--- src/rtl/flash_host_pkg.sv ---
package flash_host_pkg;

    // Bus timing at 25 MHz
    localparam int unsigned CLK_MHZ         = 25;
    localparam int unsigned BUS_CYCLES      = 3;
    localparam int unsigned VERIFY_WAIT_NS  = 400;
    localparam int unsigned VERIFY_WAIT_CYC =
        (VERIFY_WAIT_NS * CLK_MHZ + 999) / 1000;
    localparam int unsigned UNPROT_WAIT_MS  = 15;
    localparam int unsigned UNPROT_WAIT_CYC = UNPROT_WAIT_MS * CLK_MHZ * 1000;
    localparam int unsigned VID_SETTLE_NS   = 1000;
    localparam int unsigned VID_SETTLE_CYC  = VID_SETTLE_NS * CLK_MHZ / 1000;
    localparam int unsigned PULSE_LIMIT     = 1000;

    // Command bytes
    localparam logic [7:0] CMD_UNPROTECT = 8'h60;
    localparam logic [7:0] CMD_VERIFY    = 8'h40;
    localparam logic [7:0] CMD_RESET     = 8'hF0;
    localparam logic [7:0] VERIFY_OK     = 8'h00;

    // Unprotect address pattern: A6 = 1, A1 = 1, A0 = 0
    localparam logic [21:0] UNPROT_MASK = 22'h000043;
    localparam logic [21:0] UNPROT_BITS = 22'h000042;

    // Status bit positions
    localparam int unsigned BIT_POLL   = 7;
    localparam int unsigned BIT_TOGGLE = 6;
    localparam int unsigned BIT_LIMIT  = 5;
    localparam int unsigned BIT_ERASE2 = 2;

    // Host register map
    localparam logic [3:0] REG_CTRL   = 4'h0;
    localparam logic [3:0] REG_ADDR   = 4'h1;
    localparam logic [3:0] REG_DATA   = 4'h2;
    localparam logic [3:0] REG_STATUS = 4'h3;
    localparam logic [3:0] REG_IRQ    = 4'h4;
    localparam logic [3:0] REG_MASK   = 4'h5;
    localparam logic [3:0] REG_GROUPS = 4'h6;

    // Control opcodes written to REG_CTRL
    localparam logic [2:0] OP_READ    = 3'h1;
    localparam logic [2:0] OP_WRITE   = 3'h2;
    localparam logic [2:0] OP_POLL    = 3'h3;
    localparam logic [2:0] OP_UNPROT  = 3'h4;

    // Result codes
    localparam logic [2:0] RES_NONE    = 3'h0;
    localparam logic [2:0] RES_DONE    = 3'h1;
    localparam logic [2:0] RES_FAIL    = 3'h2;
    localparam logic [2:0] RES_DEVFAIL = 3'h3;

    // Interrupt event bits
    localparam int unsigned EV_DONE = 0;
    localparam int unsigned EV_FAIL = 1;
    localparam int unsigned EV_RDY  = 2;

    typedef struct packed {
        logic        ce_n;
        logic        oe_n;
        logic        we_n;
        logic [21:0] addr;
        logic [7:0]  dq_out;
        logic        dq_oe;
        logic        vid_on;
    } flash_pins_t;

    typedef struct packed {
        logic [3:0]  addr;
        logic [31:0] wdata;
        logic        wr;
        logic        rd;
    } host_bus_t;

endpackage : flash_host_pkg

--- src/rtl/flash_cycle.sv ---
`timescale 1ns/1ns
// One asynchronous flash bus cycle, stretched over BUS_CYCLES clocks
module flash_cycle
    import flash_host_pkg::*;
(
    // Clock and reset
    input  wire logic        ref_clk,
    input  wire logic        sys_rst,
    // Request
    input  wire logic        start,
    input  wire logic        write,
    input  wire logic [21:0] addr,
    input  wire logic [7:0]  wdata,
    // Flash pins
    input  wire logic [7:0]  dq_in,
    output flash_pins_t      pins,
    // Completion
    output logic             done,
    output logic [7:0]       rdata
);
    logic [1:0]  cnt_q, cnt_d;
    logic        busy_q, busy_d, wr_q, wr_d, done_d;
    flash_pins_t pins_d;
    logic [7:0]  rdata_d;

    always_comb
    begin
        cnt_d   = cnt_q;
        busy_d  = busy_q;
        wr_d    = wr_q;
        pins_d  = pins;
        rdata_d = rdata;
        done_d  = 1'b0;
        // Rest a clock after done: the caller's next state sets the request
        if (!busy_q && !done && start)
        begin
            busy_d        = 1'b1;
            wr_d          = write;
            cnt_d         = 2'(BUS_CYCLES - 1);
            pins_d.addr   = addr;
            pins_d.dq_out = wdata;
            pins_d.ce_n   = 1'b0;
            pins_d.oe_n   = write;
            pins_d.we_n   = !write;
            pins_d.dq_oe  = write;
        end
        else if (busy_q)
        begin
            if (cnt_q != 2'h0)
                cnt_d = cnt_q - 2'h1;
            else
            begin
                // Write data latched on rising strobe; sample before release
                if (!wr_q)
                    rdata_d = dq_in;
                pins_d.ce_n  = 1'b1;
                pins_d.oe_n  = 1'b1;
                pins_d.we_n  = 1'b1;
                pins_d.dq_oe = 1'b0;
                busy_d       = 1'b0;
                done_d       = 1'b1;
            end
        end
    end

    always_ff @(posedge ref_clk or posedge sys_rst)
    begin
        if (sys_rst)
        begin
            cnt_q  <= 2'h0;
            busy_q <= 1'b0;
            wr_q   <= 1'b0;
            done   <= 1'b0;
            rdata  <= 8'h00;
            pins   <= '{ce_n: 1'b1, oe_n: 1'b1, we_n: 1'b1,
                        addr: 22'h0, dq_out: 8'h00, dq_oe: 1'b0,
                        vid_on: 1'b0};
        end
        else
        begin
            cnt_q  <= cnt_d;
            busy_q <= busy_d;
            wr_q   <= wr_d;
            done   <= done_d;
            rdata  <= rdata_d;
            pins   <= pins_d;
        end
    end
endmodule : flash_cycle

--- src/rtl/flash_host.sv ---
`timescale 1ns/1ns
// How it works
// - Host combines bits 2 and 6
// - Host reads twice, compares toggle bits
// - Bit 5 high means recheck, else read again
// - Host rereads status after completion
// - High voltage, write 60H, wait 15 ms
// - Write 40h, wait 0.4 us, expect 00h
module flash_host
    import flash_host_pkg::*;
#(
    parameter int unsigned UNPROT_WAIT = UNPROT_WAIT_CYC,
    parameter int unsigned MAX_PULSES  = PULSE_LIMIT
)
(
    // Clock and reset
    input  wire logic        ref_clk,
    input  wire logic        sys_rst,
    // Register port
    input  host_bus_t        bus,
    output logic [31:0]      rdata,
    output logic             irq,
    // Flash pins
    input  wire logic [7:0]  dq_in,
    input  wire logic        ready_busy_output,
    output flash_pins_t      pins
);
    import flash_host_pkg::*;

    typedef enum {
        ST_IDLE, ST_RD, ST_WR, ST_P1, ST_P2, ST_P3, ST_P4, ST_RST,
        ST_VSET, ST_UPW, ST_UWAIT, ST_VW, ST_VWAIT, ST_VRD, ST_VOFF
    } state_t;

    state_t      st_q, st_d;
    logic [21:0] addr_q, addr_d;
    logic [7:0]  data_q, data_d, first_q, first_d;
    logic [2:0]  res_q, res_d;
    logic [2:0]  ev_q, ev_d, mask_q, mask_d;
    logic [7:0]  groups_q, groups_d, grp_q, grp_d;
    logic [31:0] wait_q, wait_d;
    logic [15:0] pulse_q, pulse_d;
    logic        vid_q, vid_d, irq_d, cyc_go, cyc_wr;
    logic [31:0] rdata_d;
    logic [7:0]  cyc_wdata, cyc_rdata;
    logic [21:0] cyc_addr;
    logic        cyc_done;
    logic [2:0]  ev_set;
    logic        rdy_q;
    flash_pins_t cyc_pins;

    // Toggle seen between two reads on bit 6 or bit 2
    function automatic logic toggled(input logic [7:0] a, input logic [7:0] b);
        return (a[BIT_TOGGLE] ^ b[BIT_TOGGLE]) | (a[BIT_ERASE2] ^ b[BIT_ERASE2]);
    endfunction : toggled

    function automatic logic [21:0] unprot_addr(input logic [21:0] a);
        return (a & ~UNPROT_MASK) | UNPROT_BITS;
    endfunction : unprot_addr

    flash_cycle u_cycle (
        .ref_clk (ref_clk),
        .sys_rst (sys_rst),
        .start   (cyc_go),
        .write   (cyc_wr),
        .addr    (cyc_addr),
        .wdata   (cyc_wdata),
        .dq_in   (dq_in),
        .pins    (cyc_pins),
        .done    (cyc_done),
        .rdata   (cyc_rdata)
    );

    always_comb
    begin
        st_d     = st_q;
        addr_d   = addr_q;
        data_d   = data_q;
        first_d  = first_q;
        res_d    = res_q;
        mask_d   = mask_q;
        groups_d = groups_q;
        grp_d    = grp_q;
        wait_d   = wait_q;
        pulse_d  = pulse_q;
        vid_d    = vid_q;
        ev_set   = 3'h0;
        cyc_go   = 1'b0;
        cyc_wr   = 1'b0;
        cyc_addr = addr_q;
        cyc_wdata = data_q;
        rdata_d  = 32'h0;

        if (bus.rd)
        begin
            case (bus.addr)
                REG_ADDR:   rdata_d = {10'h0, addr_q};
                REG_DATA:   rdata_d = {24'h0, data_q};
                REG_STATUS: rdata_d = {16'h0, pulse_q[7:0], 1'b0, rdy_q,
                                       vid_q, (st_q != ST_IDLE), 1'b0, res_q};
                REG_IRQ:    rdata_d = {29'h0, ev_q};
                REG_MASK:   rdata_d = {29'h0, mask_q};
                REG_GROUPS: rdata_d = {24'h0, groups_q};
                default:    rdata_d = 32'h0;
            endcase
        end
        if (bus.wr)
        begin
            case (bus.addr)
                REG_ADDR:   addr_d   = bus.wdata[21:0];
                REG_DATA:   data_d   = bus.wdata[7:0];
                REG_MASK:   mask_d   = bus.wdata[2:0];
                REG_GROUPS: groups_d = bus.wdata[7:0];
                default:    ;
            endcase
        end

        case (st_q)
            ST_IDLE:
                if (bus.wr && bus.addr == REG_CTRL)
                begin
                    res_d = RES_NONE;
                    case (bus.wdata[2:0])
                        OP_READ:  st_d = ST_RD;
                        OP_WRITE: st_d = ST_WR;
                        OP_POLL:  st_d = ST_P1;
                        OP_UNPROT:
                        begin
                            // Software must have protected every group first
                            grp_d   = 8'h0;
                            pulse_d = 16'h1;
                            vid_d   = 1'b1;
                            wait_d  = VID_SETTLE_CYC;
                            st_d    = ST_VSET;
                        end
                        default:  ;
                    endcase
                end
            ST_RD:
            begin
                cyc_go = 1'b1;
                if (cyc_done)
                begin
                    data_d = cyc_rdata;
                    res_d  = RES_DONE;
                    st_d   = ST_IDLE;
                end
            end
            ST_WR:
            begin
                cyc_go = 1'b1;
                cyc_wr = 1'b1;
                if (cyc_done)
                begin
                    res_d = RES_DONE;
                    st_d  = ST_IDLE;
                end
            end
            // Toggle polling: two reads compared on bits 6 and 2
            ST_P1:
            begin
                cyc_go = 1'b1;
                if (cyc_done)
                begin
                    first_d = cyc_rdata;
                    st_d    = ST_P2;
                end
            end
            ST_P2:
            begin
                cyc_go = 1'b1;
                if (cyc_done)
                begin
                    // Bits 6 and 2 together tell mode and sector
                    if (!toggled(first_q, cyc_rdata))
                        st_d = ST_P4;
                    else if (cyc_rdata[BIT_LIMIT])
                        st_d = ST_P3;
                    else
                        st_d = ST_P1;
                    first_d = cyc_rdata;
                end
            end
            ST_P3:
            begin
                cyc_go = 1'b1;
                if (cyc_done)
                begin
                    // Toggle may stop just as the limit bit rises
                    if (toggled(first_q, cyc_rdata))
                    begin
                        data_d = CMD_RESET;
                        res_d  = RES_FAIL;
                        st_d   = ST_RST;
                    end
                    else
                        st_d = ST_P4;
                end
            end
            ST_P4:
            begin
                cyc_go = 1'b1;
                if (cyc_done)
                begin
                    // Earlier read may have caught bits in transition
                    data_d = cyc_rdata;
                    if (res_q == RES_NONE)
                        res_d = RES_DONE;
                    st_d = ST_IDLE;
                end
            end
            ST_RST:
            begin
                cyc_go    = 1'b1;
                cyc_wr    = 1'b1;
                cyc_wdata = CMD_RESET;
                if (cyc_done)
                    st_d = ST_IDLE;
            end
            ST_VSET:
                if (wait_q <= 32'h1)
                    st_d = ST_UPW;
                else
                    wait_d = wait_q - 32'h1;
            ST_UPW:
            begin
                cyc_go    = 1'b1;
                cyc_wr    = 1'b1;
                cyc_addr  = unprot_addr({grp_q, 14'h0});
                cyc_wdata = CMD_UNPROTECT;
                if (cyc_done)
                begin
                    wait_d = UNPROT_WAIT;
                    st_d   = ST_UWAIT;
                end
            end
            ST_UWAIT:
                if (wait_q <= 32'h1)
                    st_d = ST_VW;
                else
                    wait_d = wait_q - 32'h1;
            ST_VW:
            begin
                cyc_go    = 1'b1;
                cyc_wr    = 1'b1;
                cyc_addr  = unprot_addr({grp_q, 14'h0});
                cyc_wdata = CMD_VERIFY;
                if (cyc_done)
                begin
                    wait_d = VERIFY_WAIT_CYC;
                    st_d   = ST_VWAIT;
                end
            end
            ST_VWAIT:
                if (wait_q <= 32'h1)
                    st_d = ST_VRD;
                else
                    wait_d = wait_q - 32'h1;
            ST_VRD:
            begin
                cyc_go   = 1'b1;
                cyc_addr = unprot_addr({grp_q, 14'h0});
                if (cyc_done)
                begin
                    data_d = cyc_rdata;
                    if (cyc_rdata == VERIFY_OK)
                    begin
                        if (grp_q == groups_q)
                        begin
                            res_d = RES_DONE;
                            st_d  = ST_VOFF;
                        end
                        else
                        begin
                            grp_d = grp_q + 8'h1;
                            st_d  = ST_VW;
                        end
                    end
                    else if (pulse_q >= 16'(MAX_PULSES))
                    begin
                        res_d = RES_DEVFAIL;
                        st_d  = ST_VOFF;
                    end
                    else
                    begin
                        pulse_d = pulse_q + 16'h1;
                        st_d    = ST_UPW;
                    end
                end
            end
            ST_VOFF:
            begin
                vid_d  = 1'b0;
                data_d = CMD_RESET;
                st_d   = ST_RST;
            end
            default:
                st_d = ST_IDLE;
        endcase

        if (res_d != res_q && res_d == RES_DONE)
            ev_set[EV_DONE] = 1'b1;
        if (res_d != res_q && res_d >= RES_FAIL)
            ev_set[EV_FAIL] = 1'b1;
        // Ready edge on the device's open-drain line
        if (ready_busy_output && !rdy_q)
            ev_set[EV_RDY] = 1'b1;
        ev_d = ev_q;
        if (bus.wr && bus.addr == REG_IRQ)
            ev_d = ev_q & ~bus.wdata[2:0];
        ev_d  = ev_d | ev_set;
        irq_d = |(ev_d & mask_d);
    end

    always_ff @(posedge ref_clk or posedge sys_rst)
    begin
        if (sys_rst)
        begin
            st_q     <= ST_IDLE;
            addr_q   <= 22'h0;
            data_q   <= 8'h00;
            first_q  <= 8'h00;
            res_q    <= RES_NONE;
            ev_q     <= 3'h0;
            mask_q   <= 3'h0;
            groups_q <= 8'h00;
            grp_q    <= 8'h00;
            wait_q   <= 32'h0;
            pulse_q  <= 16'h0;
            vid_q    <= 1'b0;
            rdy_q    <= 1'b1;
            irq      <= 1'b0;
            rdata    <= 32'h0;
        end
        else
        begin
            st_q     <= st_d;
            addr_q   <= addr_d;
            data_q   <= data_d;
            first_q  <= first_d;
            res_q    <= res_d;
            ev_q     <= ev_d;
            mask_q   <= mask_d;
            groups_q <= groups_d;
            grp_q    <= grp_d;
            wait_q   <= wait_d;
            pulse_q  <= pulse_d;
            vid_q    <= vid_d;
            rdy_q    <= ready_busy_output;
            irq      <= irq_d;
            rdata    <= rdata_d;
        end
    end

    // Pin fields come from cycle flops; high voltage from vid_q
    always_comb
    begin
        pins        = cyc_pins;
        pins.vid_on = vid_q;
    end
endmodule : flash_host

--- config.mk ---
export PLATFORM = sky130hd
export DESIGN_NAME = flash_host
export DESIGN_NICKNAME = d
export VERILOG_FILES = /design/src/rtl/flash_host_pkg.sv /design/src/rtl/flash_cycle.sv /design/src/rtl/flash_host.sv
export SDC_FILE = /design/constraint.sdc
export NUM_CORES = 1
export LEC_CHECK = 0
export BUFFER_PORTS_ARGS = -buffer_cell sky130_fd_sc_hd__buf_2
export CAP_MARGIN = 20
export CELL_PAD_IN_SITES_DETAIL_PLACEMENT = 0
export CELL_PAD_IN_SITES_GLOBAL_PLACEMENT = 2
export CORE_ASPECT_RATIO = 1.25
export CORE_UTILIZATION = 41
export CTS_CLUSTER_DIAMETER = 80
export CTS_CLUSTER_SIZE = 24
export DETAILED_ROUTE_END_ITERATION = 8
export PLACE_DENSITY_LB_ADDON = 0.1
export SYNTH_ARGS = -nofsm -noshare
export SYNTH_HDL_FRONTEND = slang
export SYNTH_HIERARCHICAL = 1
export SYNTH_SLANG_ARGS = --single-unit
--- constraint.sdc ---
create_clock -name ref_clk -period 7 [get_ports ref_clk]
set_input_delay 0.7 -clock ref_clk [delete_from_list [all_inputs] [get_ports ref_clk]]
set_output_delay 0.7 -clock ref_clk [all_outputs]
set_load 0.05 [all_outputs]
==> impl_metrics.env <==
export IMPL_htree_levels=4
export IMPL_layout_common_cells="177 x dfrtp_1, 96 x buf_2, 90 x nor2_1, 70 x nand2_1, 55 x mux2_2"
export IMPL_outcome="finished clean"
export IMPL_max_stage_delay_ns=0.88
export IMPL_postCtsResizedCells=0
export IMPL_diodes=0
export IMPL_dp_cells=1235
export IMPL_max_freq_mhz=271
export IMPL_worstSkewPairLatency_ns=0.43
export IMPL_grt_pass1_vias=7137
export IMPL_cts_buffers=17
export IMPL_vdd_drop_max_v=0.000275
export IMPL_post_cts_buffers=0
export IMPL_cp_slowest_cell="nor4b_1"
export IMPL_cp_startpoint="st_q[2]"
export IMPL_synth_yosys_warnings=6
export IMPL_maxCapViolCount=0
export IMPL_synth_area_per_cell_sq_um=10.4
export IMPL_hpwl_microns=17200
export IMPL_grt_max_degree=50
export IMPL_vias=7056
export IMPL_cts_sinks=181
export IMPL_ff2ff_setup_slack_ns=3.31
export IMPL_drive_gt1_share_pct=24.5
export IMPL_antenna_found_initial=0
export IMPL_fillers=2105
export IMPL_rows=61
export IMPL_setup_violations=0
export IMPL_first_iter_violations=443
export IMPL_die_x_microns=137
export IMPL_synth_area_sq_um=9300
export IMPL_final_common_cell="dfrtp_1"
export IMPL_initial_core_util_pct=41.7
export IMPL_slew_headroom_pct=35.4
export IMPL_finalCritPeriodShare_pct=52.7
export IMPL_fin_setup_tns_ns=0
export IMPL_numPortBuffers=96
export IMPL_critPathKind="register to register"
export IMPL_crit_path_start_kind="register"
export IMPL_drc_errors=0
export IMPL_multi_input_area_sq_um=4420
export IMPL_hold_class="primary input to async pin"
export IMPL_gp_congestion=0.841
export IMPL_r2r_start="st_q[2]"
export IMPL_cp_buffers_inverters=0
export IMPL_maxSlewViolCount=0
export IMPL_netlist_instances=897
export IMPL_reg2reg_depth=7
export IMPL_final_area_sq_um=10600
export IMPL_required_ns=7.29
export IMPL_path_cells="nor4_1, and4_1, a21oi_1, nor4b_1, nand2_1, xor2_1, nor2_1"
export IMPL_rsz0062_at_grt="no"
export IMPL_period_minus_slack_ns=3.69
export IMPL_grt_total_usage_pct=21.6
export IMPL_dieArea_sq_um=23300
export IMPL_grt_overflow=0
export IMPL_areaGrowthSynthToFinish_pct=14.0
export IMPL_end_kind="register"
export IMPL_vias_per_cell=5.56
export IMPL_setup_ws_ns=3.31
export IMPL_postRouteAntennaNets=0
export IMPL_worst_endpoint_arrival_ns=3.98
export IMPL_cp_max_fo=28
export IMPL_hold_buffers=0
export IMPL_powerDensity_nw_per_um2=421
export IMPL_grt_pass1_wl_microns=38400
export IMPL_io_pins=117
export IMPL_fin_hold_ws_ns=0.297
export IMPL_place_area_sq_um=9930
export IMPL_crit_family="simple AND/OR/NAND/NOR gates"
export IMPL_p_leak_nw=4.92
export IMPL_seqCellArea_sq_um=4530
export IMPL_r2r_end="pulse_q[7]"
export IMPL_clkTransAtPathRegs_ns=0.08
export IMPL_cts_path_max_buffers=2
export IMPL_nNetsFinal=1029
export IMPL_die_h_microns=170
export IMPL_pre_cts_ws_ns=3.07
export IMPL_cts_root_buf="clkbuf_16"
export IMPL_drt_pass1_iter_count=5
export IMPL_fin_skew_ns=0.0116
export IMPL_post_route_util_pct=47.6
export IMPL_cts_tree="built"
export IMPL_final_cells=1270
export IMPL_worst_pin_slew_ns=0.969
export IMPL_avgRoutedWirePerCell_microns=18.9
export IMPL_wl_microns=24000
export IMPL_coreArea_sq_um=22300
export IMPL_hold_viol_final=0
export IMPL_p_total_mw=4.46
-- layer usage --
metal  vias to the layer above  GRT usage, %  wire, microns
met3                        40          3.34            864
li1                       3347             -              -
met4                         0          9.23            785
met1                      3479          27.8          10700
met2                       190          35.9          11700
met5                         -             0              0
-- sequential cells by signal, summed over array words and instances (netlist names) --
signal          flops
grp_q               8
mask_q              3
u_cycle/wr_q        1
data_q              8
groups_q            8
vid_q               1
u_cycle/cnt_q       2
rdata              22
u_cycle/done        1
first_q             2
st_q                4
wait_q             32
irq                 1
res_q               3
u_cycle/pins       34
addr_q             22
ev_q                3
u_cycle/rdata       8
u_cycle/busy_q      1
pulse_q            16
rdy_q               1
-- layout make-up --
type / count / area share [%]
repair buffers: 106 / 5.54
clock inverters: 15 / 1.89
flip-flops and latches: 181 / 42.8
well taps: 283 / 3.34
multi-input cells: 645 / 41.6
inverters: 23 / 0.838
clock buffers: 17 / 4.01
-- worst register-to-register path, stage by stage (launching register included) --
cell,delay [ns]
dfrtp_1,0.70
nor4_1,0.57
and4_1,0.83
a21oi_1,0.21
nor4b_1,0.88
nand2_1,0.15
xor2_1,0.16
nor2_1,0.05
-- power breakdown --
| part | switching, mW | leakage (nW) | internal [mW] |
|---|---|---|---|
| logic | 1.11 | 2.29 | 0.698 |
| registers | 0.309 | 2.32 | 1.33 |
| clock network | 0.489 | 0.305 | 0.522 |
| total | 1.91 | 4.92 | 2.55 |
-- worst max-delay path by stage --
stage | endpoint | slack (ns) | depth (start not counted)
floorplan | addr_q[0] | 2.72 | 1
global placement | pulse_q[7] | 3.09 | 8
detailed placement | pulse_q[7] | 3.07 | 8
CTS | pulse_q[7] | 3.31 | 7
global route | pulse_q[7] | 2.89 | 7
finish | pulse_q[7] | 3.31 | 7
No activity file was read; power rests on OpenSTA's default activity.
